[config.mk]
export PLATFORM = sky130hd
export DESIGN_NAME = tpsu_top
export DESIGN_NICKNAME = d
export VERILOG_FILES = /design/src/rtl/tpsu_ctr.v /design/src/rtl/tpsu_top.v
export VERILOG_INCLUDE_DIRS = /design/src /design/src/common
export SDC_FILE = /design/constraint.sdc
export NUM_CORES = 2
export LEC_CHECK = 0
export BUFFER_PORTS_ARGS = -buffer_cell sky130_fd_sc_hd__buf_4
export CAP_MARGIN = 20
export CELL_PAD_IN_SITES_DETAIL_PLACEMENT = 1
export CELL_PAD_IN_SITES_GLOBAL_PLACEMENT = 1
export CORE_ASPECT_RATIO = 1.75
export CORE_MARGIN = 1.5
export CORE_UTILIZATION = 25
export CTS_BUF_LIST = sky130_fd_sc_hd__clkbuf_8
export CTS_CLUSTER_SIZE = 30
export DETAILED_ROUTE_END_ITERATION = 6
export PLACE_DENSITY = 0.53
export SKIP_CTS_REPAIR_TIMING = 1
export SLEW_MARGIN = 30
export SYNTH_ARGS = -nofsm -noshare
export SYNTH_HDL_FRONTEND = slang
export SYNTH_SLANG_ARGS = --single-unit
[constraint.sdc]
create_clock -name clk_i -period 4.98 [get_ports clk_i]
set_input_delay 0.249 -clock clk_i [delete_from_list [all_inputs] [get_ports clk_i]]
set_output_delay 0.249 -clock clk_i [all_outputs]
set_load 0.005 [all_outputs]
[src/common/tpsu_map.vh]
// Register map, field positions, reset values and event codes of the
// tile performance sampling unit.
// Assumes a 32-bit APB slave with byte addresses in the low eight bits.
//
// Operation
// - Report monitoring version 3 and count model-specific events too.
// - Two general counters and three fixed-function counters.
// - Each general counter counts what its event select picks.
// - Any-thread only for fixed events and the two general cycle events.
// - Capability register reports record format 2 in bits 11:8.
// - Selected memory events also record the data linear address.
// - Private off-core response registers, each tied to one unit mask of event B7H.
// - Latency mode pairs an occurrence counter with an outstanding-cycles counter.
// - Only general counter 0 produces sampling records.
// - Records go to the save area, holding state after the eventing instruction.
// - Branch retired event C4H with its unit masks, no address.
// - Branch mispredict event C5H with its unit masks, no address.
// - Memory uop event 04H masks 02H, 04H, 08H capture address.
// - Recycle queue event 03H masks 01H and 08H capture address.
// - Every record field is written as 64 bits.
// - Flags 00H, pointer 08H, sixteen registers 10H to 88H in order.
// - Global overflow status at record byte 90H.
`ifndef TPSU_MAP_VH
`define TPSU_MAP_VH
// Register byte offsets
`define TPSU_EVSEL0 8'h00
`define TPSU_EVSEL1 8'h04
`define TPSU_GCTR0 8'h08
`define TPSU_GCTR1 8'h0c
`define TPSU_FCTR0 8'h10
`define TPSU_FCTR1 8'h14
`define TPSU_FCTR2 8'h18
`define TPSU_FCTL 8'h1c
`define TPSU_GSTAT 8'h20
`define TPSU_SMPEN 8'h24
`define TPSU_CAP 8'h28
`define TPSU_VERS 8'h2c
`define TPSU_RSP0 8'h30
`define TPSU_RSP1 8'h34
`define TPSU_LATC 8'h38
`define TPSU_DSBASE 8'h3c
`define TPSU_RECST 8'h40
// Field layouts and masks
`define TPSU_EVS_MASK 32'h0060ffff
`define TPSU_EVS_ANY 21
`define TPSU_EVS_EN 22
`define TPSU_FCTL_MASK 32'h00000333
`define TPSU_CAP_VAL 32'h00000200
`define TPSU_VERS_VAL 32'h00030203
`define TPSU_RESET32 32'h00000000
// Event codes and unit masks
`define TPSU_EV_CYC 8'h3c
`define TPSU_UM_CORE 8'h00
`define TPSU_UM_REF 8'h01
`define TPSU_EV_OFFC 8'hb7
`define TPSU_UM_RSP0 8'h01
`define TPSU_UM_RSP1 8'h02
`define TPSU_EV_BRRET 8'hc4
`define TPSU_EV_BRMIS 8'hc5
`define TPSU_EV_MEMU 8'h04
`define TPSU_EV_RECQ 8'h03
// Record layout: 24 fields of 8 bytes
`define TPSU_REC_BYTES 32'h000000c0
`define TPSU_FLD_LAST 5'h17
`define TPSU_FLD_GSTAT 5'h12
`define TPSU_FLD_DLA 5'h13
`define TPSU_FLD_EIP 5'h16
`define TPSU_FLD_ARCH 5'h12
`endif

[src/rtl/tpsu_ctr.v]
// One 32-bit event counter with software load and overflow strobe.
// Assumes the increment arrives from same-clock logic.
`timescale 1ns/1ps
module tpsu_ctr (
   input wire clk_i,
   input wire srst_i,
   input wire wr_i,
   input wire [31:0] wdata_i,
   input wire [3:0] inc_i,
   output reg [31:0] count_o,
   output reg ovf_o
);
   wire [32:0] sum;

   // Carry out of the adder marks a wrap past all ones
   assign sum = {1'b0, count_o} + {29'h0, inc_i};

   // Software load wins and never reports an overflow
   always @(posedge clk_i) begin
      if (srst_i) begin
         count_o <= 32'h00000000;
         ovf_o <= 1'b0;
      end else if (wr_i) begin
         count_o <= wdata_i;
         ovf_o <= 1'b0;
      end else begin
         count_o <= sum[31:0];
         ovf_o <= sum[32];
      end
   end
endmodule

[src/rtl/tpsu_top.v]
// Tile performance sampling unit: counters, event qualification,
// off-core response filtering, latency pairing and sample records.
// Assumes core event strobes on clk_i and a memory port that holds
// the architectural state stable while a record is written.
`timescale 1ns/1ps
`include "tpsu_map.vh"
module tpsu_top (
   input wire clk_i,
   input wire srst_i,
   input wire [7:0] paddr_i,
   input wire psel_i,
   input wire penable_i,
   input wire pwrite_i,
   input wire [31:0] pwdata_i,
   output reg [31:0] prdata_o,
   output wire pready_o,
   output reg pslverr_o,
   input wire ev_valid_i,
   input wire [7:0] ev_code_i,
   input wire [7:0] ev_umask_i,
   input wire [15:0] ev_req_type_i,
   input wire [63:0] ev_ip_i,
   input wire [63:0] ev_dla_i,
   input wire [3:0] outst_i,
   input wire instr_ret_i,
   input wire core_cyc_i,
   input wire ref_cyc_i,
   input wire sib_instr_ret_i,
   input wire sib_core_cyc_i,
   input wire sib_ref_cyc_i,
   output reg [4:0] st_sel_o,
   input wire [63:0] st_data_i,
   output wire mem_req_o,
   output reg [31:0] mem_addr_o,
   output reg [63:0] mem_wdata_o,
   input wire mem_ack_i,
   output wire rec_busy_o
);
   localparam ST_IDLE = 2'd0;
   localparam ST_LOAD = 2'd1;
   localparam ST_WR = 2'd2;

   reg [31:0] evsel0, evsel1, fctl, rsp0, rsp1, ds_base, rd_val;
   reg [15:0] rec_idx;
   reg [4:0] gstat, next_gstat, snap_stat, fld;
   reg [3:0] inc0, inc1, finc0, finc1, finc2;
   reg [1:0] state;
   reg smp_en, lat_en, smp_ok_q, dla_ok_q, rd_err;
   reg [63:0] eip_q, dla_q, snap_ip, snap_dla, fld_data;
   wire [31:0] gc0, gc1, fc0, fc1, fc2, rec_off;
   wire [4:0] ovf;
   wire wr_en, rd_setup, off_ok, match0, match1, hit0, smp_hit, dla_hit, trig;

   ////////////////////////////////////////////////////////////////////
   // Event qualification

   // Cycle events take the sibling thread only when any-thread is set
   function [3:0] cyc_inc;
      input [31:0] sel;
      begin
         cyc_inc = 4'h0;
         if (sel[15:8] == `TPSU_UM_CORE) begin
            cyc_inc = {3'b000, core_cyc_i};
            if (sel[`TPSU_EVS_ANY] && sib_core_cyc_i)
               cyc_inc = cyc_inc + 4'h1;
         end else if (sel[15:8] == `TPSU_UM_REF) begin
            cyc_inc = {3'b000, ref_cyc_i};
            if (sel[`TPSU_EVS_ANY] && sib_ref_cyc_i)
               cyc_inc = cyc_inc + 4'h1;
         end
      end
   endfunction

   // Off-core code also needs a request type hit in the response register
   // its unit mask names; plain assigns keep every input in the sensitivity
   assign off_ok = (ev_umask_i == `TPSU_UM_RSP0 && |(ev_req_type_i & rsp0[15:0])) ||
      (ev_umask_i == `TPSU_UM_RSP1 && |(ev_req_type_i & rsp1[15:0]));
   // One count for an event matching both code and unit mask
   assign match0 = ev_valid_i && {ev_umask_i, ev_code_i} == evsel0[15:0] &&
      (ev_code_i != `TPSU_EV_OFFC || off_ok);
   assign match1 = ev_valid_i && {ev_umask_i, ev_code_i} == evsel1[15:0] &&
      (ev_code_i != `TPSU_EV_OFFC || off_ok);

   // Sampling-capable event list; the second bit marks address capture
   function [1:0] smp_class;
      input [7:0] code;
      input [7:0] um;
      begin
         smp_class = 2'b00;
         case (code)
            `TPSU_EV_BRRET: begin
               if (um == 8'h00 || um == 8'h7e || um == 8'hfe || um == 8'hf9 ||
                   um == 8'hfd || um == 8'hfb || um == 8'heb || um == 8'hbf ||
                   um == 8'hf7)
                  smp_class = 2'b01;
            end
            `TPSU_EV_BRMIS: begin
               if (um == 8'h00 || um == 8'h7e || um == 8'hfe || um == 8'hfb ||
                   um == 8'heb || um == 8'hf7)
                  smp_class = 2'b01;
            end
            `TPSU_EV_MEMU: begin
               if (um == 8'h02 || um == 8'h04 || um == 8'h08)
                  smp_class = 2'b11;
            end
            `TPSU_EV_RECQ: begin
               if (um == 8'h01 || um == 8'h08)
                  smp_class = 2'b11;
            end
            default: smp_class = 2'b00;
         endcase
      end
   endfunction

   assign hit0 = match0 && evsel0[`TPSU_EVS_EN];
   assign smp_hit = smp_class(evsel0[7:0], evsel0[15:8]) != 2'b00;
   assign dla_hit = smp_class(evsel0[7:0], evsel0[15:8]) == 2'b11;

   // Increments for every counter
   always @* begin
      inc0 = 4'h0;
      inc1 = 4'h0;
      if (evsel0[`TPSU_EVS_EN]) begin
         if (evsel0[7:0] == `TPSU_EV_CYC)
            inc0 = cyc_inc(evsel0);
         else
            inc0 = {3'b000, hit0};
      end
      // Latency mode turns counter 1 into an outstanding-request adder
      if (lat_en && evsel1[`TPSU_EVS_EN]) begin
         inc1 = outst_i;
      end else if (evsel1[`TPSU_EVS_EN]) begin
         if (evsel1[7:0] == `TPSU_EV_CYC)
            inc1 = cyc_inc(evsel1);
         else
            inc1 = {3'b000, match1};
      end
      finc0 = {3'b000, fctl[0] & instr_ret_i};
      finc1 = {3'b000, fctl[4] & core_cyc_i};
      finc2 = {3'b000, fctl[8] & ref_cyc_i};
      if (fctl[0] && fctl[1] && sib_instr_ret_i)
         finc0 = finc0 + 4'h1;
      if (fctl[4] && fctl[5] && sib_core_cyc_i)
         finc1 = finc1 + 4'h1;
      if (fctl[8] && fctl[9] && sib_ref_cyc_i)
         finc2 = finc2 + 4'h1;
   end

   ////////////////////////////////////////////////////////////////////
   // Counters

   assign wr_en = psel_i && penable_i && pwrite_i;

   // Two general and three fixed counters share one counter module
   tpsu_ctr u_gc0 (.clk_i(clk_i), .srst_i(srst_i),
      .wr_i(wr_en && paddr_i == `TPSU_GCTR0), .wdata_i(pwdata_i),
      .inc_i(inc0), .count_o(gc0), .ovf_o(ovf[0]));
   tpsu_ctr u_gc1 (.clk_i(clk_i), .srst_i(srst_i),
      .wr_i(wr_en && paddr_i == `TPSU_GCTR1), .wdata_i(pwdata_i),
      .inc_i(inc1), .count_o(gc1), .ovf_o(ovf[1]));
   tpsu_ctr u_fc0 (.clk_i(clk_i), .srst_i(srst_i),
      .wr_i(wr_en && paddr_i == `TPSU_FCTR0), .wdata_i(pwdata_i),
      .inc_i(finc0), .count_o(fc0), .ovf_o(ovf[2]));
   tpsu_ctr u_fc1 (.clk_i(clk_i), .srst_i(srst_i),
      .wr_i(wr_en && paddr_i == `TPSU_FCTR1), .wdata_i(pwdata_i),
      .inc_i(finc1), .count_o(fc1), .ovf_o(ovf[3]));
   tpsu_ctr u_fc2 (.clk_i(clk_i), .srst_i(srst_i),
      .wr_i(wr_en && paddr_i == `TPSU_FCTR2), .wdata_i(pwdata_i),
      .inc_i(finc2), .count_o(fc2), .ovf_o(ovf[4]));

   ////////////////////////////////////////////////////////////////////
   // Control registers and overflow status

   // Write one to clear; a fresh overflow in the same cycle survives
   always @* begin
      next_gstat = gstat;
      if (wr_en && paddr_i == `TPSU_GSTAT)
         next_gstat = gstat & ~pwdata_i[4:0];
      next_gstat = next_gstat | ovf;
   end

   always @(posedge clk_i) begin
      if (srst_i) begin
         evsel0 <= `TPSU_RESET32;
         evsel1 <= `TPSU_RESET32;
         fctl <= `TPSU_RESET32;
         gstat <= 5'h00;
         smp_en <= 1'b0;
         rsp0 <= `TPSU_RESET32;
         rsp1 <= `TPSU_RESET32;
         lat_en <= 1'b0;
         ds_base <= `TPSU_RESET32;
      end else begin
         gstat <= next_gstat;
         if (wr_en) begin
            if (paddr_i == `TPSU_EVSEL0)
               evsel0 <= pwdata_i & `TPSU_EVS_MASK;
            else if (paddr_i == `TPSU_EVSEL1)
               evsel1 <= pwdata_i & `TPSU_EVS_MASK;
            else if (paddr_i == `TPSU_FCTL)
               fctl <= pwdata_i & `TPSU_FCTL_MASK;
            else if (paddr_i == `TPSU_SMPEN)
               smp_en <= pwdata_i[0];
            else if (paddr_i == `TPSU_RSP0)
               rsp0 <= pwdata_i;
            else if (paddr_i == `TPSU_RSP1)
               rsp1 <= pwdata_i;
            else if (paddr_i == `TPSU_LATC)
               lat_en <= pwdata_i[0];
            else if (paddr_i == `TPSU_DSBASE)
               ds_base <= pwdata_i;
         end
      end
   end

   ////////////////////////////////////////////////////////////////////
   // APB read path

   // Zero wait states: read data is captured in the setup cycle
   assign pready_o = 1'b1;
   assign rd_setup = psel_i && !penable_i;

   always @* begin
      rd_val = 32'h00000000;
      rd_err = 1'b0;
      if (paddr_i == `TPSU_EVSEL0)
         rd_val = evsel0;
      else if (paddr_i == `TPSU_EVSEL1)
         rd_val = evsel1;
      else if (paddr_i == `TPSU_GCTR0)
         rd_val = gc0;
      else if (paddr_i == `TPSU_GCTR1)
         rd_val = gc1;
      else if (paddr_i == `TPSU_FCTR0)
         rd_val = fc0;
      else if (paddr_i == `TPSU_FCTR1)
         rd_val = fc1;
      else if (paddr_i == `TPSU_FCTR2)
         rd_val = fc2;
      else if (paddr_i == `TPSU_FCTL)
         rd_val = fctl;
      else if (paddr_i == `TPSU_GSTAT)
         rd_val = {27'h0, gstat};
      else if (paddr_i == `TPSU_SMPEN)
         rd_val = {31'h0, smp_en};
      else if (paddr_i == `TPSU_CAP)
         rd_val = `TPSU_CAP_VAL;
      else if (paddr_i == `TPSU_VERS)
         rd_val = `TPSU_VERS_VAL;
      else if (paddr_i == `TPSU_RSP0)
         rd_val = rsp0;
      else if (paddr_i == `TPSU_RSP1)
         rd_val = rsp1;
      else if (paddr_i == `TPSU_LATC)
         rd_val = {31'h0, lat_en};
      else if (paddr_i == `TPSU_DSBASE)
         rd_val = ds_base;
      else if (paddr_i == `TPSU_RECST)
         rd_val = {rec_busy_o, 15'h0, rec_idx};
      else
         rd_err = 1'b1;
   end

   always @(posedge clk_i) begin
      if (srst_i) begin
         prdata_o <= 32'h00000000;
         pslverr_o <= 1'b0;
      end else if (rd_setup) begin
         prdata_o <= pwrite_i ? 32'h00000000 : rd_val;
         pslverr_o <= rd_err;
      end
   end

   ////////////////////////////////////////////////////////////////////
   // Sample records

   // Latest counted event on counter 0; its overflow strobe lags a cycle
   always @(posedge clk_i) begin
      if (srst_i) begin
         eip_q <= 64'h0;
         dla_q <= 64'h0;
         smp_ok_q <= 1'b0;
         dla_ok_q <= 1'b0;
      end else if (hit0) begin
         eip_q <= ev_ip_i;
         dla_q <= ev_dla_i;
         smp_ok_q <= smp_hit;
         dla_ok_q <= dla_hit;
      end
   end

   // Only counter 0 may start a record, and one at a time
   assign trig = ovf[0] && smp_en && smp_ok_q && state == ST_IDLE;
   assign rec_off = {9'h000, rec_idx, 7'h00} + {10'h000, rec_idx, 6'h00};
   assign mem_req_o = state == ST_WR;
   assign rec_busy_o = state != ST_IDLE;

   // Field mux: core state first, then status, address and pointer
   always @* begin
      fld_data = 64'h0;
      if (fld < `TPSU_FLD_ARCH)
         fld_data = st_data_i;
      else if (fld == `TPSU_FLD_GSTAT)
         fld_data = {59'h0, snap_stat};
      else if (fld == `TPSU_FLD_DLA)
         fld_data = snap_dla;
      else if (fld == `TPSU_FLD_EIP)
         fld_data = snap_ip;
   end

   // Record writer: load a field, then hold it until acknowledged
   always @(posedge clk_i) begin
      if (srst_i) begin
         state <= ST_IDLE;
         fld <= 5'h00;
         st_sel_o <= 5'h00;
         rec_idx <= 16'h0000;
         snap_ip <= 64'h0;
         snap_dla <= 64'h0;
         snap_stat <= 5'h00;
         mem_addr_o <= 32'h00000000;
         mem_wdata_o <= 64'h0;
      end else begin
         case (state)
            ST_IDLE: begin
               if (wr_en && paddr_i == `TPSU_DSBASE)
                  rec_idx <= 16'h0000;
               if (trig) begin
                  snap_ip <= eip_q;
                  snap_dla <= dla_ok_q ? dla_q : 64'h0;
                  snap_stat <= gstat | ovf;
                  fld <= 5'h00;
                  st_sel_o <= 5'h00;
                  state <= ST_LOAD;
               end
            end
            ST_LOAD: begin
               mem_wdata_o <= fld_data;
               mem_addr_o <= ds_base + rec_off + {24'h0, fld, 3'b000};
               state <= ST_WR;
            end
            ST_WR: begin
               if (mem_ack_i) begin
                  if (fld == `TPSU_FLD_LAST) begin
                     rec_idx <= rec_idx + 16'h0001;
                     state <= ST_IDLE;
                  end else begin
                     fld <= fld + 5'h01;
                     st_sel_o <= fld + 5'h01;
                     state <= ST_LOAD;
                  end
               end
            end
            default: state <= ST_IDLE;
         endcase
      end
   end
endmodule

==> key figures <==
Timing
  • Tmin final: 4.61 ns
  • FMAX: 217 MHz
  • Period utilisation layout: 92.5%
  • Final setup fails: 0
  • Slew HR: 29.6%
  • Worst Max-Slew Pin Slew: 1.05 ns
  • Skew final: 0.0395 ns
  • Total negative slack: 0 ns
  • Final hold vios: 1
  • Hold_ws: -0.00358 ns
  • Final Slew Violations: 0
  • RSZ-0062 raised after global routing: false

Worst hold path
  • Min-Delay Path Depth: 5
  • Hold path endpoint: pslverr_o$_SDFFE_PP0P_
  • Hold Crit Start: paddr_i[6]
  • Hold crit path type: input pin to register

CTS
  • CTS buffer count: 130
  • Htree depth: 4
  • CTS tree: yes
  • Clock-pin transition on the worst setup and hold timing paths: ~0.070 ns
  • Clock sinks: 725
  • Max Buffers Root-to-Sink: 3
  • Clk Latency, worst-skew pair: about 0.86 ns
  • Root Driver: clkbuf_8

Global routing
  • GRT Overall Usage: about a quarter
  • GR peak layer: met2
  • M1 GR Usage: 26.9%
  • GRT met2 Usage: roughly 39%
  • Grt ovf: 0
  • Pin count of the biggest net entering global routing: 169
  • First-pass GRT wire length: 238000 um
  • Initial antenna violation count: 6
  • Vias in the first global route: 33.8k
  • GR Util met3: under 10%

Yosys
  • Synth Instances: roughly 4.3k
  • Top post-synthesis cells by area: dfxtp_1, nand2_1, a21oi_1
  • Post-synth top area share: 42.4%
  • Number of distinct library cells after synthesis: 80
  • FF+latch count, synth: 725
  • Largest area contributor in the netlist: dfxtp_1
  • Synth warnings: 0
  • Seq/Total Area, Yosys: 42.4%
  • Syn Nets: 4665
  • Syn Area/Cell: 7.96 um2
  • Ys async rst share: 0%
  • Prevailing post-synth register cell: dfxtp_1
  • Post-Syn Area: 34200 um2
  • Number of synthesized flops with an enable pin: 0

Floorplanning
  • Total die area: between 100000 and 150000 um2
  • Die width: approximately 280 um
  • Top-level port count: 418
  • FP Rows: 179
  • Die Span Y: 492 um
  • Core Box Area: 136000 um2
  • Initial Utilization: 25.2%

Run
  • Max cap viols: 0

Pwr
  • Clock power frac: between 40% and 50%
  • Internal power: 9.11 mW
  • Sequential power share: a little under half
  • Total power: 12.3 mW
  • Power Density: 280 nW/um2
  • Net Sw Frac: 26.2%
  • Peak VDD IR: 0.180 mV
  • Leakage: 15.8 nW
  • Psw: 3.24 mW
  • Comb pwr share: roughly 5.9%

Placed design
  • PortBufs: 416
  • Post-DP HPWL: 120000 um
  • GPL Wtd Cong: 0.924
  • Placed Instances: approximately 6.3k

Cells and area
  • Multi-input gate area: 18400 um2
  • Final #Nets: 5188
  • # fillers: 16.2k
  • P&R area growth vs syn: 28.8%
  • Share of cells above drive strength 1: 15.1%
  • Register area: between 10000 and 15000 um2
  • Fin cells: ~6.7k

Critical path
  • Worst Path Arrival: 5.36 ns
  • R2R Path End: u_gc0.count_o[26]$_SDFF_PP0_
  • CP max FO: 6
  • CP max stage delay: 0.40 ns
  • FF-to-FF Start: rsp1[1]$_SDFFE_PP0P_
  • Worst EP required: 5.73 ns
  • CP Class: register to register
  • Reg-to-reg slack, setup: 0.37 ns
  • R2R cell count: 18
  • CP startpoint kind: register
  • Slowest cell on crit path: dfxtp_1
  • Critical path endpoint category: register
  • CP Cell Sequence: a22o_1 > a221oi_1 > nand4_1 > buf_4 > a22o_1 > a31oi_1 > nor2b_1 > nand3_1 > a21boi_0 > ha_1 > inv_1 > fa_1 > nor2_1 > nand2_1 > nor4_2 > nand2_1 > or3_1 > a311oi_1

Run status
  • Failing checks: design-rule violations, negative hold slack
  • Status: complete, but fails checks

Routing
  • DR DRC count: 2
  • DRT antenna net count: 0
  • WL per Instance: around 25 um
  • DR iter-0 viols: around 2.2k
  • DRT Pass-1 Iters: 7
  • Final wirelength: 168000 um
  • Vias per cell: between 5 and 6
  • DR vias: roughly 34k
[area by class of cell]
type,instances,share of cell area (%)
antenna,3,0.0170
clock buffer,159,4.97
clock inverter,59,0.844
inverter,28,0.239
multi-input combinational,3204,41.7
sequential,725,32.9
tap,1810,5.14
timing repair buffer,730,14.1
[how the worst max path moves through the flow]
stage                                 from  slack, ns                           end  cells past startpoint
floorplan           evsel0[3]$_SDFFE_PP0P_       1.23  u_gc0.count_o[26]$_SDFF_PP0_                     14
global placement     rsp1[13]$_SDFFE_PP0P_       0.37  u_gc0.count_o[30]$_SDFF_PP0_                     18
detailed placement    rsp1[0]$_SDFFE_PP0P_       0.39  u_gc0.count_o[30]$_SDFF_PP0_                     18
CTS                  rsp1[13]$_SDFFE_PP0P_       0.38  u_gc0.count_o[30]$_SDFF_PP0_                     18
global route         rsp1[13]$_SDFFE_PP0P_       0.22  u_gc0.count_o[26]$_SDFF_PP0_                     18
finish                rsp1[1]$_SDFFE_PP0P_       0.37  u_gc0.count_o[26]$_SDFF_PP0_                     18
[synthesized netlist by cell type, drive strengths merged, types with 23 or more instances]
| cell | number |
|---|---|
| a211oi | 168 |
| a21oi | 445 |
| a222oi | 30 |
| a22oi | 90 |
| and2 | 26 |
| and3 | 35 |
| buf | 84 |
| clkbuf | 255 |
| dfxtp | 725 |
| fa | 23 |
| ha | 65 |
| inv | 28 |
| mux2i | 68 |
| nand2 | 950 |
| nand3 | 140 |
| nand4 | 40 |
| nor2 | 392 |
| nor3 | 56 |
| nor4 | 24 |
| o211ai | 75 |
| o21ai | 137 |
| or3 | 23 |
| xnor2 | 86 |
| xor2 | 115 |
[cell families (layout without fill, tap and decap cells)]
family	after synthesis	count (layout)	share of synthesized area (%)
compound gates	1083	1083	20.1
xor+xnor	201	201	5.15
mux	72	72	2.12
flops	725	725	42.4
fa+ha+maj	88	88	3.72
other cells	1	4	0.0110
buf+inv	367	976	4.30
simple gates	1759	1759	22.2
[per-stage QoR]
step	util, %	setup WS, ns	cell area [um2]
3_3_place_gp	28.8	0.373	39100
5_1_grt	32.4	0.223	44100
4_1_cts	30.7	0.378	41700
6_report	32.4	0.374	44100
2_1_floorplan	-	1.23	34200
3_5_place_dp	28.8	0.392	39200
[cell usage in the layout (no fill, tap or decap), types with 23 or more instances in the layout]
| master | netlist | layout |
|---|---|---|
| a211oi_1 | 168 | 168 |
| a21oi_1 | 445 | 445 |
| a222oi_1 | 30 | 30 |
| a22oi_1 | 90 | 90 |
| and3_1 | 35 | 34 |
| buf_4 | 5 | 488 |
| clkbuf_8 | 0 | 159 |
| dfxtp_1 | 725 | 724 |
| dlygate4sd3_1 | 0 | 228 |
| fa_1 | 23 | 23 |
| ha_1 | 65 | 65 |
| inv_1 | 28 | 64 |
| mux2i_1 | 68 | 68 |
| nand2_1 | 950 | 946 |
| nand3_1 | 139 | 138 |
| nand4_1 | 38 | 38 |
| nor2_1 | 387 | 382 |
| nor3_1 | 54 | 52 |
| o211ai_1 | 75 | 75 |
| o21ai_0 | 127 | 127 |
| or3_1 | 23 | 23 |
| xnor2_1 | 86 | 86 |
| xor2_1 | 115 | 115 |
[power by group through the flow]
stage	Combinational [mW]	Sequential, mW	Clock (mW)
6_report	0.729	5.80	5.82
5_1_grt	0.756	5.80	6.24
4_1_cts	0.572	5.80	6.03
3_5_place_dp	0.570	5.93	0
3_3_place_gp	0.575	5.93	0
2_1_floorplan	0.187	5.93	0
[worst max-delay path, delay by kind of cell, from the launching register on]
family                   cells  cell delay [ns]
AO/OA/AOI/OAI                6             1.19
AND/OR/NAND/NOR              8             2.09
buffers and inverters        2             0.24
flip-flops                   1             0.40
adder cells (fa/ha/maj)      2             0.61
[sequential cells by signal (all words and copies together) (netlist names), 18 cells and up]
register,count
mem_addr_o,32
rsp0,32
snap_dla,64
evsel0,18
snap_ip,64
evsel1,18
u_fc2.count_o,32
u_fc0.count_o,32
mem_wdata_o,64
ds_base,32
prdata_o,32
dla_q,64
eip_q,64
u_gc1.count_o,32
u_fc1.count_o,32
u_gc0.count_o,32
rsp1,32
[metal layers]
layer	part of all wire [%]	routed length, um	up-vias
li1	-	-	16047
met1	40	67700	16932
met2	48	80500	1055
met3	4.8	8110	349
met4	7.1	11900	0
met5	0	0	-
(Power assumes the default switching activity.)
